File: config.mk
export PLATFORM = sky130hd
export DESIGN_NAME = increment_skip_execute
export DESIGN_NICKNAME = d
export VERILOG_FILES = /design/src/increment_skip_execute.v /design/src/q_phase_gen.v
export VERILOG_INCLUDE_DIRS = /design/src /design/src/src
export SDC_FILE = /design/constraint.sdc
export NUM_CORES = 1
export LEC_CHECK = 0
export ABC_AREA = 0
export BUFFER_PORTS_ARGS = -buffer_cell sky130_fd_sc_hd__clkbuf_2
export CORE_UTILIZATION = 45
export DETAILED_ROUTE_END_ITERATION = 16
export PLACE_DENSITY = 0.77
export SYNTH_ARGS = -nofsm -noshare
export SYNTH_HDL_FRONTEND = slang
export SYNTH_SLANG_ARGS = --single-unit
File: constraint.sdc
create_clock -name pclk -period 2.8 [get_ports pclk]
set_clock_uncertainty 0.15 [all_clocks]
set_input_delay 0.84 -clock pclk [delete_from_list [all_inputs] [get_ports pclk]]
set_output_delay 0.84 -clock pclk [all_outputs]
set_load 0.02 [all_outputs]
File: src/inc_exec_defs.vh
// What this block does
// - Opcode 0010 10da ffff ffff is the plain increment: register plus one.
// - Opcode 0011 11da ffff ffff is increment, skip next instruction when zero.
// - Destination bit 0 writes the working register; 1 writes the file register.
// - Bank bit 0 picks the access bank; 1 lets the bank select register choose.
// - Bank bit 0, extended set on, address up to 95: indexed literal offset.
// - Plain increment updates carry, nibble carry, negative, overflow and zero flags.
// - Skip on zero discards the prefetched instruction, runs a no-operation cycle instead.
// - Increment-and-skip leaves every status flag untouched.
// - Skipping a two-word instruction costs three cycles, one no-operation per word.
`ifndef INC_EXEC_DEFS_VH
`define INC_EXEC_DEFS_VH

// Opcode prefixes in instruction bits 15:10.
`define OPC_INCREMENT 6'h0A
`define OPC_INC_SKIP 6'h0F
// Instruction field positions.
`define BIT_DEST 9
`define BIT_BANK 8

// Access bank split and indexed literal offset limit.
`define ACCESS_SPLIT 8'h60
`define INDEX_LIMIT 8'h5F
`define ACCESS_HIGH_BANK 4'hF

// Status flag positions.
`define FLAG_CARRY 0
`define FLAG_NIBBLE 1
`define FLAG_ZERO 2
`define FLAG_OVERFLOW 3
`define FLAG_NEGATIVE 4

// Register byte offsets.
`define OFF_CTRL 12'h000
`define OFF_BANK 12'h004
`define OFF_WORK 12'h008
`define OFF_STATUS 12'h00C
`define OFF_STATE 12'h010

// Control field and reset values.
`define CTRL_EXT_BIT 0
`define RST_CTRL 1'h0
`define RST_BANK 4'h0
`define RST_WORK 8'h00
`define RST_STATUS 5'h00

// Pclk cycles per Q phase.
`define Q_DIVIDE 1

`endif

File: src/increment_skip_execute.v
`timescale 1ns/1ps
`default_nettype none
`include "inc_exec_defs.vh"
module increment_skip_execute #(
  parameter Q_DIV = `Q_DIVIDE
) (
  input wire pclk, // Core clock.
  input wire presetn, // Asynchronous reset, active low.
  input wire psel, // APB select.
  input wire penable, // APB access phase.
  input wire pwrite, // APB direction, high for write.
  input wire [11:0] paddr, // APB byte address.
  input wire [31:0] pwdata, // APB write data.
  output wire pready, // APB ready, always high.
  output reg [31:0] prdata, // APB read data.
  output wire pslverr, // APB error for unmapped addresses.
  input wire instr_valid, // Instruction word offered.
  input wire [15:0] instr_word, // Instruction word.
  input wire instr_two_word, // Offered word starts a two-word instruction.
  output wire instr_ready, // Word taken at this edge.
  input wire [11:0] index_base, // Index pointer for literal offset mode.
  output reg [11:0] file_addr, // File register address.
  input wire [7:0] file_rdata, // File register read data.
  output reg [7:0] file_wdata, // File register write data.
  output reg file_we, // File register write strobe.
  output reg discard_pulse, // Pulses when a prefetched word is dropped.
  output wire [3:0] q_phase // One-hot Q phase, bit 0 is Q1.
);

  localparam ST_IDLE = 3'b001;
  localparam ST_EXEC = 3'b010;
  localparam ST_FLUSH = 3'b100;

  wire tick;
  wire q1_tick;
  wire q2_tick;
  wire q3_tick;
  wire q4_tick;
  wire is_incr;
  wire is_skip;
  wire apb_write;
  wire apb_setup_read;
  wire mapped;
  reg [2:0] state_reg;
  reg [15:0] ir_reg;
  reg [7:0] operand_reg;
  reg [7:0] result_reg;
  reg [4:0] flags_next;
  reg second_word_reg;
  reg last_skip_reg;
  reg ext_enable_reg;
  reg [3:0] bank_select_register;
  reg [7:0] work_reg;
  reg [4:0] status_reg;
  reg [11:0] addr_next;
  reg [31:0] read_mux;

  // Q phase source; one instruction cycle is four phases.
  q_phase_gen #(
    .DIV(Q_DIV)
  ) u_qgen (
    .pclk(pclk),
    .presetn(presetn),
    .tick(tick),
    .phase_reg(q_phase)
  );

  assign q1_tick = tick & q_phase[0];
  assign q2_tick = tick & q_phase[1];
  assign q3_tick = tick & q_phase[2];
  assign q4_tick = tick & q_phase[3];

  // Opcode decode of the offered word.
  assign is_incr = (instr_word[15:10] == `OPC_INCREMENT);
  assign is_skip = (instr_word[15:10] == `OPC_INC_SKIP);

  // Words are accepted only at the end of Q1, when idle or discarding.
  assign instr_ready = q1_tick & (state_reg[0] | state_reg[2]);

  // Operand address from the bank bit, extended mode and the address field.
  always @* begin
    if (instr_word[`BIT_BANK]) begin
      addr_next = {bank_select_register, instr_word[7:0]};
    end else if (ext_enable_reg && (instr_word[7:0] <= `INDEX_LIMIT)) begin
      addr_next = index_base + {4'h0, instr_word[7:0]};
    end else if (instr_word[7:0] < `ACCESS_SPLIT) begin
      addr_next = {4'h0, instr_word[7:0]};
    end else begin
      addr_next = {`ACCESS_HIGH_BANK, instr_word[7:0]};
    end
  end

  // Flags of the plain increment, computed from the operand.
  always @* begin
    flags_next = status_reg;
    flags_next[`FLAG_CARRY] = (operand_reg == 8'hFF);
    flags_next[`FLAG_NIBBLE] = (operand_reg[3:0] == 4'hF);
    flags_next[`FLAG_ZERO] = (operand_reg == 8'hFF);
    flags_next[`FLAG_OVERFLOW] = (operand_reg == 8'h7F);
    flags_next[`FLAG_NEGATIVE] = (operand_reg[7:0] == 8'h7F) | (operand_reg[7] & (operand_reg != 8'hFF));
  end

  // Instruction sequencer: decode, read, process, write, then any flush cycles.
  always @(posedge pclk or negedge presetn) begin
    if (!presetn) begin
      state_reg <= ST_IDLE;
      ir_reg <= 16'h0000;
      operand_reg <= 8'h00;
      result_reg <= 8'h00;
      file_addr <= 12'h000;
      file_wdata <= 8'h00;
      file_we <= 1'b0;
      discard_pulse <= 1'b0;
      second_word_reg <= 1'b0;
      last_skip_reg <= 1'b0;
    end else begin
      file_we <= 1'b0;
      discard_pulse <= 1'b0;
      case (state_reg)
        ST_IDLE: begin
          // Q1: decode; words of other instructions are left alone.
          if (q1_tick && instr_valid && (is_incr || is_skip)) begin
            ir_reg <= instr_word;
            file_addr <= addr_next;
            state_reg <= ST_EXEC;
          end
        end
        ST_EXEC: begin
          if (q2_tick) begin
            operand_reg <= file_rdata;
          end
          if (q3_tick) begin
            result_reg <= operand_reg + 8'h01;
          end
          if (q4_tick) begin
            file_wdata <= result_reg;
            file_we <= ir_reg[`BIT_DEST];
            if ((ir_reg[15:10] == `OPC_INC_SKIP) && (result_reg == 8'h00)) begin
              state_reg <= ST_FLUSH;
              last_skip_reg <= 1'b1;
            end else begin
              state_reg <= ST_IDLE;
              last_skip_reg <= 1'b0;
            end
          end
        end
        ST_FLUSH: begin
          // Each dropped word costs one no_operation cycle.
          if (q1_tick && instr_valid) begin
            discard_pulse <= 1'b1;
            if (!second_word_reg && instr_two_word) begin
              second_word_reg <= 1'b1;
            end else begin
              second_word_reg <= 1'b0;
              state_reg <= ST_IDLE;
            end
          end
        end
        default: begin
          state_reg <= ST_IDLE;
        end
      endcase
    end
  end

  // APB decode; the slave answers without wait states.
  assign pready = 1'b1;
  assign apb_write = psel & penable & pwrite;
  assign apb_setup_read = psel & ~penable & ~pwrite;
  assign mapped = (paddr == `OFF_CTRL) | (paddr == `OFF_BANK) | (paddr == `OFF_WORK) |
                  (paddr == `OFF_STATUS) | (paddr == `OFF_STATE);
  assign pslverr = psel & penable & ~mapped;

  // Read data selection; unused bits read as zero.
  always @* begin
    case (paddr)
      `OFF_CTRL: read_mux = {31'h00000000, ext_enable_reg};
      `OFF_BANK: read_mux = {28'h0000000, bank_select_register};
      `OFF_WORK: read_mux = {24'h000000, work_reg};
      `OFF_STATUS: read_mux = {27'h0000000, status_reg};
      `OFF_STATE: read_mux = {27'h0000000, second_word_reg, last_skip_reg, state_reg};
      default: read_mux = 32'h00000000;
    endcase
  end

  // Read data is captured in the setup phase and held through access.
  always @(posedge pclk or negedge presetn) begin
    if (!presetn) begin
      prdata <= 32'h00000000;
    end else if (apb_setup_read) begin
      prdata <= read_mux;
    end
  end

  // Control and bank registers are written only by software.
  always @(posedge pclk or negedge presetn) begin
    if (!presetn) begin
      ext_enable_reg <= `RST_CTRL;
      bank_select_register <= `RST_BANK;
    end else if (apb_write) begin
      if (paddr == `OFF_CTRL) begin
        ext_enable_reg <= pwdata[`CTRL_EXT_BIT];
      end
      if (paddr == `OFF_BANK) begin
        bank_select_register <= pwdata[3:0];
      end
    end
  end

  // Working register and flags: an instruction write wins over software.
  always @(posedge pclk or negedge presetn) begin
    if (!presetn) begin
      work_reg <= `RST_WORK;
      status_reg <= `RST_STATUS;
    end else begin
      if (state_reg[1] && q4_tick && !ir_reg[`BIT_DEST]) begin
        work_reg <= result_reg;
      end else if (apb_write && (paddr == `OFF_WORK)) begin
        work_reg <= pwdata[7:0];
      end
      if (state_reg[1] && q4_tick && (ir_reg[15:10] == `OPC_INCREMENT)) begin
        status_reg <= flags_next;
      end else if (apb_write && (paddr == `OFF_STATUS)) begin
        status_reg <= pwdata[4:0];
      end
    end
  end

endmodule
`default_nettype wire

File: src/q_phase_gen.v
`timescale 1ns/1ps
`default_nettype none
module q_phase_gen #(
  parameter DIV = 1
) (
  input wire pclk, // Core clock.
  input wire presetn, // Asynchronous reset, active low.
  output wire tick, // One-cycle enable closing the current Q phase.
  output reg [3:0] phase_reg // One-hot phase, bit 0 is Q1.
);

  reg [7:0] div_reg;

  // Divider produces the phase enable pulse.
  assign tick = (div_reg == (DIV - 1));

  // Divider counts up each cycle and clears on the enable; the phase rotates on the enable.
  always @(posedge pclk or negedge presetn) begin
    if (!presetn) begin
      div_reg <= 8'h00;
      phase_reg <= 4'h1;
    end else begin
      if (tick) begin
        div_reg <= 8'h00;
        phase_reg <= {phase_reg[2:0], phase_reg[3]};
      end else begin
        div_reg <= div_reg + 8'h01;
      end
    end
  end

endmodule
`default_nettype wire

# == Word level (Yosys, flattened, before mapping) ==
# Cells that the tools add are included.
# totals
ff_bits,121
inputBits,87
elab_cells,108
out_inout_bits,61
# classes
n_addsub,3
bitwise,20
n_lt_le_gt_ge,2
reduce_logical,26
n_eq_ne,19
n_mux,21
# ops
cell,count
$pmux W8 S5,1
$mux W12,3
$eq A12 B4 Y1 const B,2
$eq A6 B4 Y1 const B,4
$mux W8,3
$add A8 B1 Y8 const B,2
$logic_not A8 Y1,2
$mux W3,5
$reduce_and A2 Y1,7
$add A12 B8 Y12,1
$eq A12 B3 Y1 const B,1
$eq A12 B5 Y1 const B,1
$logic_not A12 Y1,1
$and A1 B1 Y1,11
$logic_and A1 B1 Y1,10
$mux W5,2
$pmux W3 S3,1
$eq A8 B7 Y1 const B,1
$eq A8 B8 Y1 const B,1
$le A8 B7 Y1 const B,1
$lt A8 B7 Y1 const B,1
$ne A2 B2 Y1 const B,4
$ne A8 B8 Y1 const B,1
$mux W1,6
other kinds (10),19

# == Longest topological paths before layout ==
# Gate-level depths: netlist of run 1.
# logic_depth
ltp_word,7
mapped_depth,9
ltp_nobuf,9

# == Modules after synthesis ==
# A second synthesis of run 1 with hierarchy kept.
# hier_totals
hier_cells,453
hier_area_um2,4690.7
# by_module_without_submodules
module,seq_area_each_um2,instances,cells_per_inst,area_each_um2
increment_skip_execute,1903.1,1,413,4175.3
q_phase_gen,301.5,1,40,515.5

# == Least setup slack after synthesis of run 1 ==
# OpenSTA, ideal clock, no wires.
# synth_timing
kind,register to output
startpoint,register u_qgen.div_reg[0]
endpoint,output port instr_ready
path_stages_with_launch,7
required_time_ns,1.810
setup_slack_ns,-0.407
n_path_buf,1
arrival_ns,2.217
path_cell_list,dfrtp_1 inv_1 ha_1 or4b_1 nor4_4 clkbuf_1 nor3b_1
# synth_between
elab_chain_len,3
# synth_lines
item,line,text
from (decl),q_phase_gen.v:12,reg [7:0] div_reg;
from (signal assigned),q_phase_gen.v:27,div_reg <= div_reg + 8'h01;
$logic_not A8 Y1,q_phase_gen.v:15,assign tick = (div_reg == (DIV - 1));
$and A1 B1 Y1,increment_skip_execute.v:68,assign q1_tick = tick & q_phase[0];
$and A1 B1 Y1,increment_skip_execute.v:78,assign instr_ready = q1_tick & (state_reg[0] | state_reg[2]);
to (decl),increment_skip_execute.v:20,"output wire instr_ready,"
# Every way passes these cells.

# == Worst setup path in the final report of run 1 ==
# Ends and elaborated chain as after synthesis.

==> flow_summary_export.csv, run 1 <==
group,metric,value,unit
layout,regMostFlops,"file_addr",
timing,slew-limit-headroom,0.6449,
pwr,max-vdd-ir-drop,0.0002341,V
setup_path,r2r-end,"status_reg[1]$_DFFE_PN0P_",
timing,fmax,0.3334,GHz
run,maxCapViolCount,0,
layout,largest_reg_flops,12,
layout,diodes,0,
timing,tightest_slew,532.6,ps
synth,syn_area,0.004646,mm^2
timing,worst_slack,-199.2,ps
die,initial_core_util,0.4688,
drt,first_pass_iters,4,
pwr,power.density,424.2,mW/mm^2
die,rows,36,
placement,post-dp-hpwl,8078,um
timing,min_period,2999,ps
placement,routabilityCongestion,0.8649,
global_routing,grt_pass1_vias,3757,
clock_network,clk_latency,360,ps
placement,placed_cells,708,
setup_path,crit_required,1810,ps
global_routing,gr-usage-all-layers,0.2062,
drt,drc_errors,0,
global_routing,antenna_found_initial,0,
timing,finalHoldViolCount,0,
clock_network,cts_buffers,9,
synth,synth_most_common_cell,"dfrtp_1",
timing,finalMaxSlewViolations,0,
clock_network,cts_root_buf,"clkbuf_8",
clock_network,clock-sinks,88,
timing,holdWs,301.8,ps
clock_network,h-tree-depth,3,
setup_path,arrival,2010,ps
die,die_h,103.6,um
outcome,outcome,"finished with violations",
synth,ys_seq_elements,88,
setup_path,crit_end,"instr_ready",
die,ioPinCount,148,
timing,post-route-period-util,1.071,
drt,wire_per_inst,14.70,um
setup_path,slowest_stage,"or4b_4",
drt,viasPerCell,5.272,
global_routing,overflow,0,
setup_path,path_cells,"inv_1, ha_1, or4b_4, nor4_4, nor3b_4, clkbuf_8",
clock_network,cts_tree,"yes",
synth,ys_top_cells_by_count,"dfrtp_1, nand2_1, o21ai_0",
setup_path,crit_type,"flop to output port",
pwr,p_leak,2.814,nW
synth,synth_top_area_share,0.4632,
setup_path,crit_path_max_fanout,2,
drt,routed_wl,10790,um
synth,yosysWarnings,0,
synth,synth_flop_cell,"dfrtp_1",
drt,drt_iter0_markers,155,
drt,drtAntennaViolNets,0,
pwr,finalPower,0.002441,W
global_routing,grt_max_degree,37,
synth,synth_seq_area_share,0.4745,
synth,synth_edf_count,0,
synth,synthArstFlopShare,1.000,
setup_path,worst-r2r-setup-slack,160,ps
placement,dpl_cell_area,0.005403,mm^2
synth,post-synth-top-area-cell,"dfrtp_1",
layout,fillers,882,
clock_network,hold_buffers,0,
worst_hold_path,worstHoldPathType,"input pin to async pin",
die,die_w,103.6,um
layout,finalNonFillerCells,734,
layout,syn_to_final_growth,23.86,%
layout,nets,696,
timing,rsz0062_at_grt,"true",
drt,num_vias,3870,
global_routing,grt_pass1_wl,17680,um
clock_network,clock_path_buffers,2,
synth,syn_inst,464,
layout,drive_gt1_frac,0.3195,
setup_path,end_kind,"output port",
synth,ys_types,54,
outcome,failed_checks,"setup timing",
die,coreArea,0.009910,mm^2
setup_path,worstReg2RegStart,"u_qgen.div_reg[0]$_DFF_PN0_",
timing,setup_viol,1,
setup_path,cpPeakStageDelay,470,ps
clock_network,clk_pin_slew,90,ps
setup_path,worstRegToRegCells,11,
layout,fin_area,0.005754,mm^2
die,fp.dieArea,0.01073,mm^2
synth,synth_area_per_cell,10.01,um^2
setup_path,startpoint,"u_qgen.div_reg[0]$_DFF_PN0_",
synth,synth.area.top_cells,"dfrtp_1, mux2_2, o21ai_0, mux2i_1, nand2_1",
placement,port_buffers,98,
setup_path,critPathLaunchType,"flop",
cell usage in the layout, fill, tap and decap left out, drive strengths merged, types with 4 or more instances in the layout:
cell	netlist	routed
xnor2	13	13
and3	7	7
nor3	7	7
mux2	27	27
nor2	27	27
xor2	6	6
a22oi	6	6
ha	11	11
dfrtp	86	86
nor4	4	4
nor2b	8	8
a21oi	17	17
mux2i	20	20
clkbuf	11	103
nand4	4	4
and2	5	5
buf	28	44
conb	2	25
nand2b	7	7
nand3	15	15
a22o	4	4
inv	14	15
nand2	52	52
o21ai	44	44
power breakdown:
part | switching, W | leakage, nW | internal (W)
sequential | 0.00000787 | 1.12 | 0.00128
clock | 0.000469 | 0.0957 | 0.000412
combinational | 0.000158 | 1.60 | 0.000117
routing by layer:
layer,up-vias,track usage,wire length (um)
li1,1856,-,-
met1,1867,0.2680,4851
met2,124,0.3399,5198
met3,23,0.04468,552
met4,0,0.07246,188
met5,-,0,0
worst min-delay path by stage:
stage | slack (ps) | startpoint | cells past startpoint | end
after floorplan | 280 | ir_reg[11]$_DFFE_PN0P_ | 1 | ir_reg[11]$_DFFE_PN0P_
after global placement | 300 | ir_reg[11]$_DFFE_PN0P_ | 1 | ir_reg[11]$_DFFE_PN0P_
after detailed placement | 310 | ir_reg[11]$_DFFE_PN0P_ | 1 | ir_reg[11]$_DFFE_PN0P_
after CTS | 300 | presetn | 1 | prdata[2]$_DFFE_PN0P_
after global routing | 330 | presetn | 1 | prdata[2]$_DFFE_PN0P_
final | 300 | presetn | 1 | prdata[2]$_DFFE_PN0P_
critical path, delay by kind of cell (launching register included):
kind,cells,cell delay [ps]
AND/OR/NAND/NOR,3,900
buffers and inverters,2,230
adder cells (fa/ha/maj),1,130
flip-flops,1,390
what timing repair did:
item,4_1_cts,5_1_grt
endpoints found under the setup margin,2,19
resized for setup,7,11
setup buffers,10,3
pin swaps,4,6
cell type report:
| class | instances | area (um^2) | area share |
|---|---|---|---|
| Timing Repair Buffer | 138 | 853.3 | 0.1483 |
| Tap cell | 133 | 166.4 | 0.02892 |
| Multi-Input combinational cell | 346 | 2285 | 0.3970 |
| Sequential cell | 88 | 2205 | 0.3831 |
| Inverter | 14 | 52.55 | 0.009132 |
| Clock inverter | 6 | 68.82 | 0.01196 |
| Clock buffer | 9 | 123.9 | 0.02153 |
per-stage QoR:
| stage | setup slack [ps] | util | setup TNS [ps] |
|---|---|---|---|
| global placement | -164.6 | 0.5452 | -275.5 |
| CTS | -318.1 | 0.5760 | -318.1 |
| finish | -199.2 | 0.5807 | -199.2 |
| floorplan | -86.77 | - | -86.77 |
| detailed placement | -185.7 | 0.5452 | -364.6 |
| global route | -315.5 | 0.5807 | -351.9 |
cell families after synthesis:
logic type,Yosys count,synth area share
multiplexers,47,0.1085
XOR/XNOR,19,0.03582
AO/OA/AOI/OAI,94,0.1212
flip-flops,88,0.4745
other,2,0.001617
AND/OR/NAND/NOR,149,0.1608
buffers and inverters,53,0.06356
adder cells (fa/ha/maj),12,0.03393
No activity file was read; power rests on OpenSTA's default activity.
==> run 2: changes to the inputs <==
RECOVER_POWER = 50   (was unset)
==> flow_summary_export.csv, run 2 (synthesized netlist as in run 1, its figures left out) <==
group,metric,value,unit
outcome,outcome,"finished with violations",
outcome,failed_checks,"setup timing",
timing,post-route-period-util,1.070,
layout,layout.cells.most_common,"dfrtp_1",
clock_network,clk_latency,360,ps
drt,drc_errors,0,
clock_network,cts_buffers,9,
drt,drtAntennaViolNets,0,
layout,final_cell_mix,"dfrtp_1, clkbuf_2, nand2_1",
timing,min_period,2995,ps
timing,tightest_slew,1188,ps
worst_hold_path,worstHoldPathType,"flop to flop",
drt,viasPerCell,5.213,
global_routing,use_met2,0.3399,
clock_network,clk_pin_slew,90,ps
timing,finalMaxSlewViolations,0,
setup_path,worstReg2RegStart,"u_qgen.div_reg[0]$_DFF_PN0_",
timing,rsz0062_at_grt,"true",
pwr,p_leak,2.748,nW
setup_path,crit_path_max_fanout,2,
layout,diodes,0,
layout,largest_reg_flops,12,
global_routing,grt_pass1_vias,3757,
global_routing,grt_max_degree,37,
setup_path,crit_required,1810,ps
worst_hold_path,worstHoldStart,"prdata[5]$_DFFE_PN0P_",
setup_path,startpoint,"u_qgen.div_reg[0]$_DFF_PN0_",
placement,port_buffers,98,
timing,fmax,0.3339,GHz
drt,wire_per_inst,14.77,um
die,die_w,103.6,um
pwr,max-vdd-ir-drop,0.0002330,V
global_routing,grt_pass1_wl,17680,um
layout,syn_to_final_growth,22.62,%
drt,drt_iter0_markers,145,
layout,regMostFlops,"file_addr",
layout,fin_area,0.005697,mm^2
die,die_h,103.6,um
setup_path,arrival,2000,ps
clock_network,h-tree-depth,3,
clock_network,clock-sinks,88,
clock_network,cts_root_buf,"clkbuf_8",
pwr,power.density,427.0,mW/mm^2
clock_network,cts_tree,"yes",
global_routing,busiest_layer,"met2",
placement,post-dp-hpwl,8078,um
timing,slew-limit-headroom,0.2081,
setup_path,crit_type,"flop to output port",
die,fp.dieArea,0.01073,mm^2
global_routing,gr-usage-all-layers,0.2062,
timing,finalHoldViolCount,0,
drt,routed_wl,10840,um
die,ioPinCount,148,
timing,setup_viol,1,
global_routing,met3_usage,0.04468,
setup_path,critPathLaunchType,"flop",
clock_network,clock_path_buffers,2,
timing,worst_slack,-195.0,ps
timing,holdWs,333.5,ps
placement,post-place-ws,-185.7,ps
pwr,finalPower,0.002433,W
timing,totalNegativeSetupSlack,-195.0,ps
drt,first_pass_iters,5,
placement,routabilityCongestion,0.8649,
global_routing,overflow,0,
run,maxCapViolCount,0,
layout,nets,696,
die,initial_core_util,0.4688,
layout,drive_gt1_frac,0.2928,
global_routing,grt_use_met1,0.2680,
die,coreArea,0.009910,mm^2
global_routing,antenna_found_initial,0,
die,rows,36,
drt,num_vias,3826,
setup_path,end_kind,"output port",
placement,dpl_cell_area,0.005403,mm^2
run 2: cell types whose count changed in the layout (fill, tap and decap cells not counted):
cell      previous run  this run
clkbuf_1             0        16
clkbuf_2            93        82
buf_4               38        35
buf_12               2         0
run 2: where the power goes:
group	internal (W)	leakage (nW)	switching (W)	total, W
clock	0.000412	0.0957	0.000468	0.000880
combinational	0.000111	1.54	0.000158	0.000268
sequential	0.00128	1.12	0.00000794	0.00128
run 2: layout make-up:
cell class	instances	area, um^2
Fill cell	890	4213
Tap cell	133	166.4
Multi-Input combinational cell	346	2285
Inverter	14	52.55
Timing Repair Buffer	138	795.8
Sequential cell	88	2205
Clock inverter	6	68.82
Clock buffer	9	123.9
run 2: critical path, cell delays in order, from the launching register on:
cell and delay, ps:
dfrtp_1 390, inv_1 60, ha_1 130, or4b_4 470
nor4_4 190, nor3b_4 240, clkbuf_8 170
run 2: stage by stage:
stage,utilization,instances
floorplan,-,487
finish,0.5749,734
global placement,0.5452,708
detailed placement,0.5452,708
CTS,0.5760,733
global route,0.5749,734
run 2: routing by layer:
layer / vias up / part of all wire
met4: 0 / 0.015
li1: 1851 / -
met1: 1842 / 0.45
met5: - / 0
met2: 118 / 0.48
met3: 15 / 0.053
run 2: worst paths after layout:
| kind | slack (ps) | cells past startpoint | endpoint |
|---|---|---|---|
| min | 330 | 2 | prdata[5]$_DFFE_PN0P_ |
| max | -190 | 6 | instr_ready |
| min reg2reg | 330 | 2 | prdata[5]$_DFFE_PN0P_ |
| max reg2reg | 160 | 11 | status_reg[1]$_DFFE_PN0P_ |
| min in group asynchronous | 480 | 1 | file_addr[6]$_DFFE_PN0P_ |
| max in group asynchronous | 410 | 2 | operand_reg[3]$_DFFE_PN0P_ |
run 2: what timing repair did:
action | in CTS | in global routing
endpoints found under the setup margin | 2 | 19
setup buffers | 10 | 3
resized for setup | 7 | 11
pin swaps | 4 | 6
hold buffers | 0 | 0
==> run 3: changes to the inputs <==
--- a/constraint.sdc
+++ b/constraint.sdc
@@ -3,3 +3,3 @@
 set_input_delay 0.84 -clock pclk [delete_from_list [all_inputs] [get_ports pclk]]
 set_output_delay 0.84 -clock pclk [all_outputs]
-set_load 0.02 [all_outputs]
+set_load 0.005 [all_outputs]
==> flow_summary_export.csv, run 3 (synthesized netlist as in run 1, its figures left out) <==
group,metric,value,unit
drt,drc_errors,0,
run,maxCapViolCount,1,
drt,wire_per_inst,14.07,um
drt,routed_wl,10260,um
placement,post-dp-hpwl,7843,um
placement,routabilityCongestion,0.8816,
layout,final_cell_mix,"clkbuf_2, dfrtp_1, nand2_1",
clock_network,clk_pin_slew,90,ps
timing,finalHoldViolCount,0,
die,coreArea,0.009910,mm^2
setup_path,cp_top_family,"simple AND/OR/NAND/NOR gates",
layout,multi_input_area,0.002290,mm^2
timing,holdWs,327.0,ps
setup_path,cpPeakStageDelay,470,ps
clock_network,h-tree-depth,3,
timing,post-route-period-util,1.091,
clock_network,clock-sinks,88,
outcome,outcome,"finished with violations",
timing,setup_viol,1,
clock_network,cts_buffers,9,
drt,viasPerCell,5.141,
layout,syn_to_final_growth,21.82,%
clock_network,cts_tree,"yes",
layout,finalNonFillerCells,729,
setup_path,arrival,2070,ps
layout,drive_gt1_frac,0.3054,
layout,nets,690,
global_routing,grt_pass1_wl,17330,um
layout,diodes,0,
timing,rsz0062_at_grt,"true",
drt,first_pass_iters,5,
setup_path,slowest_stage,"or4b_4",
timing,tightest_slew,1863,ps
worst_hold_path,worstHoldPathType,"flop to flop",
pwr,power.density,433.0,mW/mm^2
die,rows,36,
drt,num_vias,3748,
setup_path,path_cells,"inv_1, ha_1, or4b_4, nor4_4, nor3b_4, buf_2",
timing,fmax,0.3272,GHz
global_routing,grt_pass1_vias,3652,
global_routing,grt_max_degree,34,
setup_path,crit_type,"flop to output port",
timing,slew-limit-headroom,-0.2421,
outcome,failed_checks,"capacitance limit, slew limit, setup timing",
drt,drtAntennaViolNets,0,
pwr,max-vdd-ir-drop,0.0002831,V
global_routing,antenna_found_initial,0,
global_routing,gr-usage-all-layers,0.2026,
clock_network,clk_latency,370,ps
setup_path,end_kind,"output port",
timing,worst_slack,-255.9,ps
setup_path,crit_path_max_fanout,2,
die,die_w,103.6,um
pwr,p_leak,2.757,nW
die,fp.dieArea,0.01073,mm^2
layout,final_core_util,0.5711,
drt,drt_iter0_markers,206,
die,ioPinCount,148,
layout,layout.cells.most_common,"clkbuf_2",
timing,finalMaxSlewViolations,34,
placement,placed_cells,709,
setup_path,crit_required,1810,ps
layout,register_area,0.002205,mm^2
layout,largest_reg_flops,12,
clock_network,cts_root_buf,"clkbuf_8",
die,die_h,103.6,um
setup_path,path_buf_inv,2,
global_routing,overflow,0,
setup_path,critPathLaunchType,"flop",
timing,min_period,3056,ps
placement,port_buffers,98,
die,initial_core_util,0.4688,
layout,fillers,895,
clock_network,clock_path_buffers,2,
layout,regMostFlops,"file_addr",
==> run 3: stage by stage <==
step | total power, W | area, um^2 | setup WS [ps] | TNS (ps)
after detailed placement | 0.001550 | 5395 | -245.8 | -450.9
after global routing | 0.002564 | 5659 | -383.3 | -1796
final | 0.002450 | 5659 | -255.9 | -255.9
after floorplan | 0.001450 | 4751 | 4.520 | 0
after CTS | 0.002479 | 5634 | -196.5 | -196.5
after global placement | 0.001540 | 5395 | -170.8 | -338.2
==> run 3: final timing paths <==
| kind | from | to | slack, ps | cells past startpoint |
|---|---|---|---|---|
| worst min register to register | ir_reg[13]$_DFFE_PN0P_ | ir_reg[13]$_DFFE_PN0P_ | 330 | 1 |
| worst max-delay path | u_qgen.div_reg[0]$_DFF_PN0_ | instr_ready | -260 | 6 |
| min in group asynchronous | presetn | file_addr[6]$_DFFE_PN0P_ | 820 | 1 |
| worst max register to register | u_qgen.div_reg[0]$_DFF_PN0_ | status_reg[4]$_DFFE_PN0P_ | 200 | 9 |
| max in group asynchronous | presetn | u_qgen.phase_reg[0]$_DFFE_PN1N_ | 260 | 2 |
| worst min-delay path | ir_reg[13]$_DFFE_PN0P_ | ir_reg[13]$_DFFE_PN0P_ | 330 | 1 |
==> run 3: repair_timing <==
item | 4_1_cts | 5_1_grt
pin swaps | 1 | 2
resized for setup | 2 | 7
hold buffers | 0 | 0
endpoints found under the setup margin | 2 | 16
buffers inserted | 2 | 2
==> run 3: area by class of cell <==
class	count	area share
well taps	133	0.02941
clock buffers	10	0.02432
inverters	14	0.009286
flip-flops and latches	88	0.3896
multi-input cells	346	0.4046
clock inverters	6	0.01304
repair buffers	132	0.1298
==> run 3: power by group <==
part	total, W	internal, W	switching [W]
clock	0.000923	0.000449	0.000474
sequential	0.00128	0.00128	0.00000791
combinational	0.000243	0.000108	0.000135
total	0.00245	0.00183	0.000617
==> run 3: per-layer routing <==
| layer | part of all wire | up-vias | GRT usage |
|---|---|---|---|
| met3 | 0.051 | 17 | 0.04342 |
| met4 | 0.016 | 0 | 0.08075 |
| met2 | 0.47 | 110 | 0.3198 |
| met1 | 0.46 | 1779 | 0.2716 |
| li1 | - | 1842 | - |
| met5 | 0 | - | 0 |
